**config.mk**
```make
export PLATFORM = sky130hd
export DESIGN_NAME = soc_output_config
export DESIGN_NICKNAME = d
export VERILOG_FILES = /design/src/design/soc_pkg.sv /design/src/design/soc_output_config.sv
export SDC_FILE = /design/constraint.sdc
export NUM_CORES = 1
export LEC_CHECK = 0
export BUFFER_PORTS_ARGS = -buffer_cell sky130_fd_sc_hd__buf_2
export CAP_MARGIN = 25
export CELL_PAD_IN_SITES_DETAIL_PLACEMENT = 0
export CELL_PAD_IN_SITES_GLOBAL_PLACEMENT = 1
export CORE_AREA = 4 4 186 188
export CTS_BUF_LIST = sky130_fd_sc_hd__clkbuf_8
export CTS_CLUSTER_SIZE = 28
export DETAILED_ROUTE_END_ITERATION = 10
export DIE_AREA = 0 0 190 192
export GPL_TIMING_DRIVEN = 1
export PLACE_DENSITY = 0.81
export SKIP_LAST_GASP = 1
export SYNTH_ARGS = -nofsm -noshare
export SYNTH_HDL_FRONTEND = slang
export SYNTH_SLANG_ARGS = --single-unit
```
**constraint.sdc**
```tcl
create_clock -name core_clk -period 5.95 [get_ports core_clk]
set_clock_uncertainty 0.15 [all_clocks]
set_input_delay 0.595 -clock core_clk [delete_from_list [all_inputs] [get_ports core_clk]]
set_output_delay 0.595 -clock core_clk [all_outputs]
set_load 0.01 [all_outputs]
```
**src/design/soc_pkg.sv**
```systemverilog
// Package of register map, field positions, reset values and timing for the output block
package soc_pkg;

    // ************************************************************
    // Register byte offsets
    // ************************************************************
    localparam logic [7:0] OFF_MAIN_OUT_CFG  = 8'h00;
    localparam logic [7:0] OFF_CUST_CFG      = 8'h04;
    localparam logic [7:0] OFF_CAP_FE_CFG    = 8'h08;
    localparam logic [7:0] OFF_TEMP_FE_CFG   = 8'h0c;
    localparam logic [7:0] OFF_UPPER_LIMIT   = 8'h10;
    localparam logic [7:0] OFF_LOWER_LIMIT   = 8'h14;
    localparam logic [7:0] OFF_ALARM_PIN_CFG = 8'h18;
    localparam logic [7:0] OFF_IRQ_STATUS    = 8'h1c;
    localparam logic [7:0] OFF_IRQ_CLEAR     = 8'h20;
    localparam logic [7:0] OFF_IRQ_ENABLE    = 8'h24;

    // ************************************************************
    // Field positions
    // ************************************************************
    localparam int MAIN_ADDR_LOCK_BIT  = 0;
    localparam int MAIN_OUT_SEL_LSB    = 1;
    localparam int MAIN_UPDATE_BIT     = 7;
    localparam int CUST_SLAVE_ADDR_LSB = 0;
    localparam int ALM_HIGH_POL_BIT    = 0;
    localparam int ALM_HIGH_OD_BIT     = 1;
    localparam int ALM_LOW_POL_BIT     = 2;
    localparam int ALM_LOW_OD_BIT      = 3;
    localparam int IRQ_MEAS_DONE_BIT   = 0;
    localparam int IRQ_CONFLICT_BIT    = 1;
    localparam int IRQ_ALM_HIGH_BIT    = 2;
    localparam int IRQ_ALM_LOW_BIT     = 3;
    localparam int IRQ_BITS            = 4;

    // ************************************************************
    // Encodings and reset values
    // ************************************************************
    localparam logic [1:0]  OUT_SEL_DENSITY     = 2'h2;
    localparam logic [15:0] RST_MAIN_OUT_CFG    = 16'h0000;
    localparam logic [15:0] RST_CUST_CFG        = 16'h0028;
    localparam logic [15:0] RST_CAP_FE_CFG      = 16'h0000;
    localparam logic [15:0] RST_TEMP_FE_CFG     = 16'h8192;
    localparam logic [15:0] RST_UPPER_LIMIT     = 16'h3fff;
    localparam logic [15:0] RST_LOWER_LIMIT     = 16'h0000;
    localparam logic [15:0] RST_ALARM_PIN_CFG   = 16'h0000;
    localparam logic [1:0]  RESP_OKAY           = 2'h0;
    localparam logic [1:0]  RESP_DECERR         = 2'h3;

    // ************************************************************
    // Timing
    // ************************************************************
    localparam int CLK_PERIOD_NS     = 4;
    localparam int UPDATE_PERIOD_US  = 25000;
    localparam int UPDATE_PERIOD_CYC = UPDATE_PERIOD_US * 1000 / CLK_PERIOD_NS;

endpackage

```
**src/design/soc_output_config.sv**
```systemverilog
// Output path selection, alarm pin drivers, density clipping and AXI4-Lite registers
//
// Chosen here: the AXI4-Lite interface to the registers and the register addresses.
`timescale 1ns/1ns
module soc_output_config #(
    parameter int DENSITY_W     = 14,
    parameter int UPDATE_PERIOD = soc_pkg::UPDATE_PERIOD_CYC
) (
    input  wire logic                 core_clk,
    input  wire logic                 rst_n,
    // AXI4-Lite slave
    input  wire logic [7:0]           s_axi_awaddr,
    input  wire logic                 s_axi_awvalid,
    output logic                      s_axi_awready,
    input  wire logic [31:0]          s_axi_wdata,
    input  wire logic [3:0]           s_axi_wstrb,
    input  wire logic                 s_axi_wvalid,
    output logic                      s_axi_wready,
    output logic [1:0]                s_axi_bresp,
    output logic                      s_axi_bvalid,
    input  wire logic                 s_axi_bready,
    input  wire logic [7:0]           s_axi_araddr,
    input  wire logic                 s_axi_arvalid,
    output logic                      s_axi_arready,
    output logic [31:0]               s_axi_rdata,
    output logic [1:0]                s_axi_rresp,
    output logic                      s_axi_rvalid,
    input  wire logic                 s_axi_rready,
    // Corrected results from the correction logic
    input  wire logic [DENSITY_W-1:0] cap_value,
    input  wire logic [DENSITY_W-1:0] temp_value,
    input  wire logic                 result_valid,
    // Alarm states from the trip logic
    input  wire logic                 alarm_high_active,
    input  wire logic                 alarm_low_active,
    // Serial interface side
    input  wire logic                 meas_cmd,
    input  wire logic [6:0]           addr_rx,
    input  wire logic                 addr_rx_valid,
    output logic                      addr_ack,
    output logic                      addr_ack_valid,
    // Measurement trigger to the front end
    output logic                      meas_start,
    // Density pins
    output logic                      cap_density_out,
    output logic                      temp_density_out,
    // Alarm pins, drive enable low while driving
    output logic                      alarm_high_o,
    output logic                      alarm_high_oe_n,
    output logic                      alarm_low_o,
    output logic                      alarm_low_oe_n,
    output logic                      irq
);

    initial begin
        if (DENSITY_W < 2 || DENSITY_W > 16) begin
            $error("DENSITY_W must lie in 2..16");
        end
        if (UPDATE_PERIOD < 2) begin
            $error("UPDATE_PERIOD must be at least 2");
        end
    end

    localparam int PW = $clog2(UPDATE_PERIOD + 1);
    localparam logic [PW-1:0] PERIOD_LAST = PW'(UPDATE_PERIOD - 1);

    // ************************************************************
    // Helper functions
    // ************************************************************

    // Merge byte-lane strobes into a 16-bit register
    function automatic logic [15:0] merge16(input logic [15:0] old, input logic [31:0] wd,
                                            input logic [3:0] st);
        logic [15:0] r;
        r = old;
        if (st[0]) begin
            r[7:0] = wd[7:0];
        end
        if (st[1]) begin
            r[15:8] = wd[15:8];
        end
        return r;
    endfunction

    // Hold a value between the lower and upper limit
    function automatic logic [DENSITY_W-1:0] clip(input logic [DENSITY_W-1:0] v,
                                                  input logic [15:0] lo,
                                                  input logic [15:0] hi);
        logic [DENSITY_W-1:0] r;
        r = v;
        if ({{(16-DENSITY_W){1'b0}}, v} > hi) begin
            r = hi[DENSITY_W-1:0];
        end
        if ({{(16-DENSITY_W){1'b0}}, v} < lo) begin
            r = lo[DENSITY_W-1:0];
        end
        return r;
    endfunction

    // First-order density step: carry out of accumulator plus value
    function automatic logic [DENSITY_W:0] dens_step(input logic [DENSITY_W-1:0] acc,
                                                     input logic [DENSITY_W-1:0] v);
        return {1'b0, acc} + {1'b0, v};
    endfunction

    // Pin level and drive enable from alarm state, polarity and driver type
    function automatic logic [1:0] pin_drive(input logic act, input logic pol,
                                             input logic od);
        logic lvl;
        lvl = act ^ pol;
        if (od) begin
            return {lvl, 1'b0};
        end
        return {1'b0, lvl};
    endfunction

    // ************************************************************
    // Registers
    // ************************************************************
    localparam int IRQ_BITS = soc_pkg::IRQ_BITS;
    logic [15:0]         main_output_config_q;
    logic [15:0]         customer_config_q;
    logic [15:0]         capacitance_frontend_config_q;
    logic [15:0]         temperature_frontend_config_q;
    logic [15:0]         density_out_upper_limit_q;
    logic [15:0]         density_out_lower_limit_q;
    logic [15:0]         alarm_pin_config_q;
    logic [IRQ_BITS-1:0] irq_status_q;
    logic [IRQ_BITS-1:0] irq_enable_q;

    logic       aw_held_q;
    logic       w_held_q;
    logic [7:0] aw_addr_q;
    logic [31:0] w_data_q;
    logic [3:0] w_strb_q;
    logic       wr_fire;
    logic [IRQ_BITS-1:0] clr_mask;

    // Configuration decodes
    logic       density_sel;
    logic       update_mode;
    logic       addr_lock;
    logic [6:0] slave_addr;
    assign density_sel = main_output_config_q[soc_pkg::MAIN_OUT_SEL_LSB +: 2]
                         == soc_pkg::OUT_SEL_DENSITY;
    assign update_mode = main_output_config_q[soc_pkg::MAIN_UPDATE_BIT];
    assign addr_lock   = main_output_config_q[soc_pkg::MAIN_ADDR_LOCK_BIT];
    assign slave_addr  = customer_config_q[soc_pkg::CUST_SLAVE_ADDR_LSB +: 7];

    // ************************************************************
    // AXI4-Lite write channel
    // ************************************************************

    // Address and data are taken in either order and held until the write
    assign wr_fire = aw_held_q && w_held_q && !s_axi_bvalid;
    always_ff @(posedge core_clk) begin
        if (!rst_n) begin
            aw_held_q     <= 1'b0;
            w_held_q      <= 1'b0;
            aw_addr_q     <= 8'h00;
            w_data_q      <= 32'h0000_0000;
            w_strb_q      <= 4'h0;
            s_axi_awready <= 1'b0;
            s_axi_wready  <= 1'b0;
        end else begin
            s_axi_awready <= !aw_held_q && !(s_axi_awvalid && s_axi_awready);
            s_axi_wready  <= !w_held_q && !(s_axi_wvalid && s_axi_wready);
            if (s_axi_awvalid && s_axi_awready) begin
                aw_held_q <= 1'b1;
                aw_addr_q <= s_axi_awaddr;
            end else if (wr_fire) begin
                aw_held_q <= 1'b0;
            end
            if (s_axi_wvalid && s_axi_wready) begin
                w_held_q <= 1'b1;
                w_data_q <= s_axi_wdata;
                w_strb_q <= s_axi_wstrb;
            end else if (wr_fire) begin
                w_held_q <= 1'b0;
            end
        end
    end

    // Write response, decode error for unmapped offsets
    always_ff @(posedge core_clk) begin
        if (!rst_n) begin
            s_axi_bvalid <= 1'b0;
            s_axi_bresp  <= soc_pkg::RESP_OKAY;
        end else if (wr_fire) begin
            s_axi_bvalid <= 1'b1;
            if (aw_addr_q[1:0] != 2'h0 || aw_addr_q > soc_pkg::OFF_IRQ_ENABLE) begin
                s_axi_bresp <= soc_pkg::RESP_DECERR;
            end else begin
                s_axi_bresp <= soc_pkg::RESP_OKAY;
            end
        end else if (s_axi_bready) begin
            s_axi_bvalid <= 1'b0;
        end
    end

    // Configuration register writes; reserved bits are stored as written, except in the interrupt enable, which keeps only its low IRQ_BITS bits
    always_ff @(posedge core_clk) begin
        if (!rst_n) begin
            main_output_config_q          <= soc_pkg::RST_MAIN_OUT_CFG;
            customer_config_q             <= soc_pkg::RST_CUST_CFG;
            capacitance_frontend_config_q <= soc_pkg::RST_CAP_FE_CFG;
            temperature_frontend_config_q <= soc_pkg::RST_TEMP_FE_CFG;
            density_out_upper_limit_q     <= soc_pkg::RST_UPPER_LIMIT;
            density_out_lower_limit_q     <= soc_pkg::RST_LOWER_LIMIT;
            alarm_pin_config_q            <= soc_pkg::RST_ALARM_PIN_CFG;
            irq_enable_q                  <= '0;
        end else if (wr_fire) begin
            if (aw_addr_q == soc_pkg::OFF_MAIN_OUT_CFG) begin
                main_output_config_q <= merge16(main_output_config_q, w_data_q, w_strb_q);
            end else if (aw_addr_q == soc_pkg::OFF_CUST_CFG) begin
                customer_config_q <= merge16(customer_config_q, w_data_q, w_strb_q);
            end else if (aw_addr_q == soc_pkg::OFF_CAP_FE_CFG) begin
                capacitance_frontend_config_q <=
                    merge16(capacitance_frontend_config_q, w_data_q, w_strb_q);
            end else if (aw_addr_q == soc_pkg::OFF_TEMP_FE_CFG) begin
                temperature_frontend_config_q <=
                    merge16(temperature_frontend_config_q, w_data_q, w_strb_q);
            end else if (aw_addr_q == soc_pkg::OFF_UPPER_LIMIT) begin
                density_out_upper_limit_q <=
                    merge16(density_out_upper_limit_q, w_data_q, w_strb_q);
            end else if (aw_addr_q == soc_pkg::OFF_LOWER_LIMIT) begin
                density_out_lower_limit_q <=
                    merge16(density_out_lower_limit_q, w_data_q, w_strb_q);
            end else if (aw_addr_q == soc_pkg::OFF_ALARM_PIN_CFG) begin
                alarm_pin_config_q <= merge16(alarm_pin_config_q, w_data_q, w_strb_q);
            end else if (aw_addr_q == soc_pkg::OFF_IRQ_ENABLE && w_strb_q[0]) begin
                irq_enable_q <= w_data_q[IRQ_BITS-1:0];
            end
        end
    end

    // ************************************************************
    // AXI4-Lite read channel
    // ************************************************************

    // One-cycle read answer; narrow registers sit in the low bits
    always_ff @(posedge core_clk) begin
        if (!rst_n) begin
            s_axi_arready <= 1'b0;
            s_axi_rvalid  <= 1'b0;
            s_axi_rdata   <= 32'h0000_0000;
            s_axi_rresp   <= soc_pkg::RESP_OKAY;
        end else begin
            s_axi_arready <= !s_axi_rvalid && !(s_axi_arvalid && s_axi_arready);
            if (s_axi_arvalid && s_axi_arready) begin
                s_axi_rvalid <= 1'b1;
                s_axi_rresp  <= soc_pkg::RESP_OKAY;
                s_axi_rdata  <= 32'h0000_0000;
                if (s_axi_araddr == soc_pkg::OFF_MAIN_OUT_CFG) begin
                    s_axi_rdata[15:0] <= main_output_config_q;
                end else if (s_axi_araddr == soc_pkg::OFF_CUST_CFG) begin
                    s_axi_rdata[15:0] <= customer_config_q;
                end else if (s_axi_araddr == soc_pkg::OFF_CAP_FE_CFG) begin
                    s_axi_rdata[15:0] <= capacitance_frontend_config_q;
                end else if (s_axi_araddr == soc_pkg::OFF_TEMP_FE_CFG) begin
                    s_axi_rdata[15:0] <= temperature_frontend_config_q;
                end else if (s_axi_araddr == soc_pkg::OFF_UPPER_LIMIT) begin
                    s_axi_rdata[15:0] <= density_out_upper_limit_q;
                end else if (s_axi_araddr == soc_pkg::OFF_LOWER_LIMIT) begin
                    s_axi_rdata[15:0] <= density_out_lower_limit_q;
                end else if (s_axi_araddr == soc_pkg::OFF_ALARM_PIN_CFG) begin
                    s_axi_rdata[15:0] <= alarm_pin_config_q;
                end else if (s_axi_araddr == soc_pkg::OFF_IRQ_STATUS) begin
                    s_axi_rdata[IRQ_BITS-1:0] <= irq_status_q;
                end else if (s_axi_araddr == soc_pkg::OFF_IRQ_CLEAR) begin
                    s_axi_rdata <= 32'h0000_0000; // Write-only, reads zero
                end else if (s_axi_araddr == soc_pkg::OFF_IRQ_ENABLE) begin
                    s_axi_rdata[IRQ_BITS-1:0] <= irq_enable_q;
                end else begin
                    s_axi_rresp <= soc_pkg::RESP_DECERR;
                end
            end else if (s_axi_rready) begin
                s_axi_rvalid <= 1'b0;
            end
        end
    end

    // ************************************************************
    // Measurement triggering
    // ************************************************************
    logic [PW-1:0] period_q;

    // Update mode runs a free period counter; sleep mode waits for a command
    always_ff @(posedge core_clk) begin
        if (!rst_n) begin
            period_q   <= '0;
            meas_start <= 1'b0;
        end else if (update_mode) begin
            meas_start <= (period_q == PERIOD_LAST);
            if (period_q == PERIOD_LAST) begin
                period_q <= '0;
            end else begin
                period_q <= period_q + PW'(1);
            end
        end else begin
            period_q   <= '0;
            meas_start <= meas_cmd;
        end
    end

    // ************************************************************
    // Serial address answer
    // ************************************************************

    // Any address is acknowledged unless the lock bit is set
    always_ff @(posedge core_clk) begin
        if (!rst_n) begin
            addr_ack       <= 1'b0;
            addr_ack_valid <= 1'b0;
        end else begin
            addr_ack_valid <= addr_rx_valid;
            if (addr_rx_valid) begin
                addr_ack <= !addr_lock || (addr_rx == slave_addr);
            end
        end
    end

    // ************************************************************
    // Density outputs
    // ************************************************************
    logic [DENSITY_W-1:0] cap_hold_q;
    logic [DENSITY_W-1:0] temp_hold_q;
    logic [DENSITY_W-1:0] cap_acc_q;
    logic [DENSITY_W-1:0] temp_acc_q;
    logic [DENSITY_W:0]   cap_sum;
    logic [DENSITY_W:0]   temp_sum;

    assign cap_sum  = dens_step(cap_acc_q, cap_hold_q);
    assign temp_sum = dens_step(temp_acc_q, temp_hold_q);

    // Latch each new result already clipped to the limits
    always_ff @(posedge core_clk) begin
        if (!rst_n) begin
            cap_hold_q  <= '0;
            temp_hold_q <= '0;
        end else if (result_valid) begin
            cap_hold_q  <= clip(cap_value, density_out_lower_limit_q,
                                density_out_upper_limit_q);
            temp_hold_q <= clip(temp_value, density_out_lower_limit_q,
                                density_out_upper_limit_q);
        end
    end

    // Modulators run only while the density path is selected
    always_ff @(posedge core_clk) begin
        if (!rst_n || !density_sel) begin
            cap_acc_q        <= '0;
            temp_acc_q       <= '0;
            cap_density_out  <= 1'b0;
            temp_density_out <= 1'b0;
        end else begin
            cap_acc_q        <= cap_sum[DENSITY_W-1:0];
            temp_acc_q       <= temp_sum[DENSITY_W-1:0];
            cap_density_out  <= cap_sum[DENSITY_W];
            temp_density_out <= temp_sum[DENSITY_W];
        end
    end

    // ************************************************************
    // Alarm pin drivers
    // ************************************************************
    logic [1:0] high_drv;
    logic [1:0] low_drv;
    assign high_drv = pin_drive(alarm_high_active,
                                alarm_pin_config_q[soc_pkg::ALM_HIGH_POL_BIT],
                                alarm_pin_config_q[soc_pkg::ALM_HIGH_OD_BIT]);
    assign low_drv  = pin_drive(alarm_low_active,
                                alarm_pin_config_q[soc_pkg::ALM_LOW_POL_BIT],
                                alarm_pin_config_q[soc_pkg::ALM_LOW_OD_BIT]);

    // Low alarm pin is released while the density path is selected
    always_ff @(posedge core_clk) begin
        if (!rst_n) begin
            alarm_high_o    <= 1'b0;
            alarm_high_oe_n <= 1'b1;
            alarm_low_o     <= 1'b0;
            alarm_low_oe_n  <= 1'b1;
        end else begin
            alarm_high_o    <= high_drv[0];
            alarm_high_oe_n <= high_drv[1];
            alarm_low_o     <= density_sel ? 1'b0 : low_drv[0];
            alarm_low_oe_n  <= density_sel ? 1'b1 : low_drv[1];
        end
    end

    // ************************************************************
    // Interrupts
    // ************************************************************
    logic       alm_high_d1_q;
    logic       alm_low_d1_q;
    logic       conflict;
    logic       conflict_d1_q;
    logic [IRQ_BITS-1:0] irq_set;

    // Density path with sleep mode is a configuration fault
    assign conflict = density_sel && !update_mode;
    assign clr_mask = (wr_fire && aw_addr_q == soc_pkg::OFF_IRQ_CLEAR && w_strb_q[0])
                      ? w_data_q[IRQ_BITS-1:0] : '0;
    always_comb begin
        irq_set = '0;
        irq_set[soc_pkg::IRQ_MEAS_DONE_BIT] = result_valid;
        irq_set[soc_pkg::IRQ_CONFLICT_BIT]  = conflict && !conflict_d1_q;
        irq_set[soc_pkg::IRQ_ALM_HIGH_BIT]  = alarm_high_active && !alm_high_d1_q;
        irq_set[soc_pkg::IRQ_ALM_LOW_BIT]   = alarm_low_active && !alm_low_d1_q;
    end

    // Sticky status, a set in the clearing cycle wins
    always_ff @(posedge core_clk) begin
        if (!rst_n) begin
            irq_status_q  <= '0;
            alm_high_d1_q <= 1'b0;
            alm_low_d1_q  <= 1'b0;
            conflict_d1_q <= 1'b0;
            irq           <= 1'b0;
        end else begin
            irq_status_q  <= (irq_status_q & ~clr_mask) | irq_set;
            alm_high_d1_q <= alarm_high_active;
            alm_low_d1_q  <= alarm_low_active;
            conflict_d1_q <= conflict;
            irq           <= |(((irq_status_q & ~clr_mask) | irq_set) & irq_enable_q);
        end
    end

endmodule

```
* After elaboration in Yosys (flattened, before gate mapping)
Cells that the tools add are included.
** Word-level totals
- Logic and storage cells :: 187
- Output and inout bits :: 51
- Bits of input ports :: 99
- Register bits :: 265
** Cells by class
- Reduce and logical (&&, ||, !) cells :: 57
- Add/sub/neg operators :: 3
- Equal/unequal tests :: 20
- Bitwise operators :: 15
- Muxes and demuxes :: 40
- Order comparisons :: 5
** Operator list (number)
- 2-to-1 mux 16 bit :: 7
- == test 8 x 5 -> 1 bit, second input constant :: 7
- 2-to-1 mux 14 bit :: 4
- == test 8 x 4 -> 1 bit, second input constant :: 4
- == test 8 x 6 -> 1 bit, second input constant :: 4
- greater-than comparator 14 x 16 -> 1 bit :: 2
- < comparator 14 x 16 -> 1 bit :: 2
- adder 14 x 14 -> 15 bit :: 2
- 2-to-1 mux 2 bit :: 15
- AND reduction 9 bit :: 3
- adder 23 x 1 -> 23 bit, second input constant :: 1
- == test 23 bit, second input constant :: 1
- == test 8 x 3 -> 1 bit, second input constant :: 2
- logical NOT 8 bit :: 2
- 2-to-1 mux 4 bit :: 4
- AND reduction 8 bit :: 2
- logical AND 1 bit :: 15
- logical NOT 1 bit :: 14
- AND reduction 7 bit :: 2
- AND reduction 6 bit :: 2
- 2-to-1 mux 1 bit :: 10
- AND reduction 5 bit :: 2
- nonzero test 2 bit :: 5
- NOT 1 bit :: 9
- 13 further kinds :: 19

* Depth between registers and ports, before layout
- Depth after elaboration :: 11
- Gate-level depth with buffers :: 10
- Gate-level depth less buffers :: 9

* Worst setup path before layout
Ideal clock, no wire load.
- Kind :: input -> register
- Start point :: in temp_value[7]
- End point :: reg temp_hold_q[10]
- Arrival time :: 2.271 ns
- Path slack :: 3.402 ns
- Data required time :: 5.673 ns
- Path buffers :: 1
- Setup time :: 0.127 ns
- Stages :: 8
- Cells stage by stage :: ha_1 -> nand4_2 -> a211oi_2 -> o41ai_1 -> a311oi_4 -> buf_6 -> mux2i_1 -> o221ai_2
** On the way
- Word-level cells in the longest chain between the ends :: 3
- Elaborated cells between the ends (all ways) :: 4
- Classes of those cells :: 2 x order compare; 2 x mux
** Ends and longest elaborated chain
- from (decl) :: line soc_output_config.sv:31 : input wire logic [DENSITY_W-1:0] temp_value,
- greater-than comparator 14 x 16 -> 1 bit :: line soc_output_config.sv:91 : if ({{(16-DENSITY_W){1'b0}}, v} > hi) begin
- 2-to-1 mux 14 bit :: line soc_output_config.sv:91
- 2-to-1 mux 14 bit * :: line soc_output_config.sv:94 : if ({{(16-DENSITY_W){1'b0}}, v} < lo) begin
- to (signal assigned) :: line soc_output_config.sv:344 : temp_hold_q <= clip(temp_value, density_out_lower_limit_q,
- to (decl) :: line soc_output_config.sv:327 : logic [DENSITY_W-1:0] temp_hold_q;
Every way passes the cells marked *; elsewhere a longest branch is shown, timed or not.
A chain may end at the register's enable or synchronous reset.

* Worst setup path in the final report
- Start point :: reg density_out_lower_limit_q[6]
- End point :: reg temp_hold_q[0]
** On the way
- Word-level cells in the longest chain between the ends :: 2
** Ends and longest elaborated chain
- from (decl) :: line soc_output_config.sv:126 : logic [15:0] density_out_lower_limit_q;
- from (signal assigned) :: line soc_output_config.sv:209 : density_out_lower_limit_q <= soc_pkg::RST_LOWER_LIMIT;
- from (signal assigned) :: line soc_output_config.sv:227 : density_out_lower_limit_q <=
- < comparator 14 x 16 -> 1 bit :: line soc_output_config.sv:94
- 2-to-1 mux 14 bit :: line soc_output_config.sv:94
No other way between the ends.

==> results by group <==
Outcome
  – Outcome: finished clean

Timing
  – WHS: 0.06965 ns
  – Period utilization: 53.10%
  – Setup violators final: 0
  – Pins Over Slew Limit: 0
  – Tightest Pin Transition: 1.066 ns
  – RSZ-0062 raised after global routing: false
  – Setup tns final: 0 ns
  – Final worst path period need: 3.159 ns
  – Slew headroom: 28.95%
  – Final hold vios: 0
  – Peak Freq: 0.3165 GHz

Clocking
  – Clock Latency Late Sink: 0.57 ns
  – Clock Pin Slew Worst Setup and Hold Paths: 0.07 ns
  – CTS Buffer Depth: 3
  – Htree depth: 2
  – Clock sink count: 263
  – Hold_buf cts: 0
  – Post-CTS Resized: 0
  – CTS Buf Count: 46
  – TritonCTS clock tree: built
  – Setup Buffers After CTS: 0
  – Clock root buffer: clkbuf_8

Global routing
  – Global-route usage over all layers: 20.49%
  – Gr ovfl total: 0
  – Antenna violations before repair: 0
  – Vias in the first global route: 11540
  – First-pass GRT wire length: 61250 µm
  – Largest net degree at the start of global routing: 76

Die
  – Core area: 33110 µm²
  – Die height: 192 µm
  – DIE WIDTH: 190 µm
  – Floorplan row count: 67
  – Initial Util: 40.46%
  – Die area: 36480 µm²
  – # IOs: 150

Worst hold path
  – Worst Hold Class: in2reg
  – Cell depth of the worst hold path: 2
  – Hold Path Origin: s_axi_rready

Setup path
  – R2r setup slk: 2.79 ns
  – Required @ worst endpoint: 6.25 ns
  – Maximum fanout along the worst path: 14
  – Cell count of the worst reg-to-reg path: 8
  – Startpoint Class: register
  – Critical path launch point: density_out_lower_limit_q[6]$_SDFFE_PN0P_
  – Worst R2R Start: density_out_lower_limit_q[6]$_SDFFE_PN0P_
  – Critical Path AT: 3.46 ns
  – Crit. End Element: register
  – Crit path kind: reg2reg

Synth
  – Mapped Cells: 1625
  – Yosys cell types: 71
  – Synth top area cells: dfxtp_1 (39%), ha_1 (7.8%), nand2_1 (7.5%), a21oi_1 (6.1%), nand3_1 (5.2%)
  – Synth Register Bits: 263
  – Post-synthesis sequential area ratio: 39.30%
  – Mean Syn Cell Area: 8.245 µm²
  – Yosys warnings: 0
  – Post-synth EDFFs: 0
  – Most frequent cell after synthesis: nand2_1
  – Post-synth top cells: nand2_1 (269), dfxtp_1 (263), a21oi_1 (163)
  – Synth async-reset ratio: 0%
  – Main synth FF type: dfxtp_1
  – Yosys top cell area share: 39.30%
  – Area leader, netlist: dfxtp_1
  – Post-Syn Area: 13400 µm²

Finish
  – Area of the multi-input gates: 7477 µm²
  – Antenna Cells: 0
  – Area Growth Syn to Fin: 12.99%
  – Final net count: 1895
  – Fillcell total: 3306
  – Sequential Area: 5265 µm²
  – Share of cells above drive strength 1: 13.33%

Power
  – VDD IR max: 0.1937 mV
  – Leakage: 0.005986 µW
  – Switching Fraction: 25.36%
  – Pwr dens: 245.9 nW/µm²
  – Cell internal pwr: 2779 µW
  – Logic gate share of total power: 7.1%
  – Net Switching: 944.0 µW
  – Seq pwr share: 49.0%
  – Clock group share of total power: 44.0%

Job
  – Max-Cap Viols: 0

Drt
  – Drt total wl: 38240 µm
  – DR vias/cell: 5.447
  – WL/cell: 17.47 µm
  – Via count: 11920
  – DRC Markers: 0
  – Pre-Repair DR Iteration Count: 5
  – Antenna viol nets, final: 0
  – Initial drt markers: 781

Place
  – PortBufs: 115
  – Detailed placement HPWL: 27260 µm
  – Final RePlAce weighted congestion: 0.8717
-- cells by family (layout without fill, tap and decap cells) --
group,after synthesis,in the layout,synth area share [%]
muxes,64,64,4.781
buffers and inverters,167,268,5.398
and+or+nand+nor,625,625,21.64
xor gates and xnor gates,38,38,2.484
other,1,16,0.02799
DFF,263,263,39.30
adders and majority gates,85,85,8.050
AOI/OAI and AO/OA,382,382,18.32
-- cells in the final DEF, fill, tap and decap left out, types with 16 or more instances in the layout --
cell | synthesis | layout
o21ai_0 | 71 | 71
nor2_1 | 96 | 95
mux2i_1 | 64 | 64
buf_2 | 11 | 115
ha_1 | 83 | 83
a21oi_1 | 163 | 163
conb_1 | 1 | 16
nand2_1 | 269 | 269
xor2_1 | 24 | 24
a21o_1 | 21 | 21
inv_1 | 58 | 72
nor3_1 | 26 | 26
nand3_1 | 139 | 139
clkbuf_8 | 0 | 60
dfxtp_1 | 263 | 263
o221ai_1 | 18 | 18
-- state kept, by name, indices dropped and copies added (netlist names), 2 cells and up --
register,flops
alarm_pin_config_q,16
period_q,23
aw_addr_q,8
cap_hold_q,14
customer_config_q,16
capacitance_frontend_config_q,16
cap_acc_q,14
irq_enable_q,4
irq_status_q,4
temperature_frontend_config_q,16
w_strb_q,2
density_out_upper_limit_q,16
density_out_lower_limit_q,16
temp_acc_q,14
temp_hold_q,14
w_data_q,16
main_output_config_q,16
s_axi_rdata,16
-- stage by stage --
step,power (µW),util (%),instance area [µm²],cells,worst slack [ns]
finish,3723,45.72,15140,2189,2.791
global route,3882,45.72,15140,2189,2.625
CTS,3768,45.72,15140,2189,2.832
detailed placement,2123,42.97,14230,2111,2.557
global placement,2117,42.91,14210,2109,2.608
floorplan,2025,-,13450,1640,3.402
-- critical path, cell delays in order, from the launching register on --
cell	delay, ns
dfxtp_1	0.37
inv_1	0.13
ha_1	0.33
and4_1	0.19
a2111oi_0	0.40
o21ai_1	0.16
a31oi_1	0.27
nand3_1	0.61
o221ai_1	0.43
-- cell type report --
type / count / share of cell area, %
Clock buffer: 60 / 5.455
Inverter: 59 / 1.479
Clock inverter: 18 / 0.5455
Sequential cell: 263 / 34.78
Timing Repair Buffer: 131 / 4.645
Tap cell: 448 / 3.703
Multi-Input combinational cell: 1210 / 49.39
-- metal layers --
layer	vias to the layer above	track usage (%)	share of wire [%]
met5	-	0	0
met4	0	5.815	2.3
met3	58	2.835	5.9
met2	380	34.53	47
met1	5584	27.53	45
li1	5902	-	-
-- power by group through the flow --
stage	Sequential [µW]	Combinational, µW	Clock (µW)
global route	1830	295	1760
CTS	1820	264	1680
detailed placement	1860	263	0
floorplan	1840	181	0
finish	1820	263	1640
global placement	1860	259	0
-- path summary, 6_finish.rpt --
kind	end
worst min-delay path	s_axi_rvalid$_SDFFE_PN0P_
worst min register to register	s_axi_arready$_SDFF_PN0_
worst max register to register	temp_hold_q[0]$_SDFFE_PN0P_
worst max-delay path	temp_hold_q[0]$_SDFFE_PN0P_
Power figures use the tool's default switching activity.
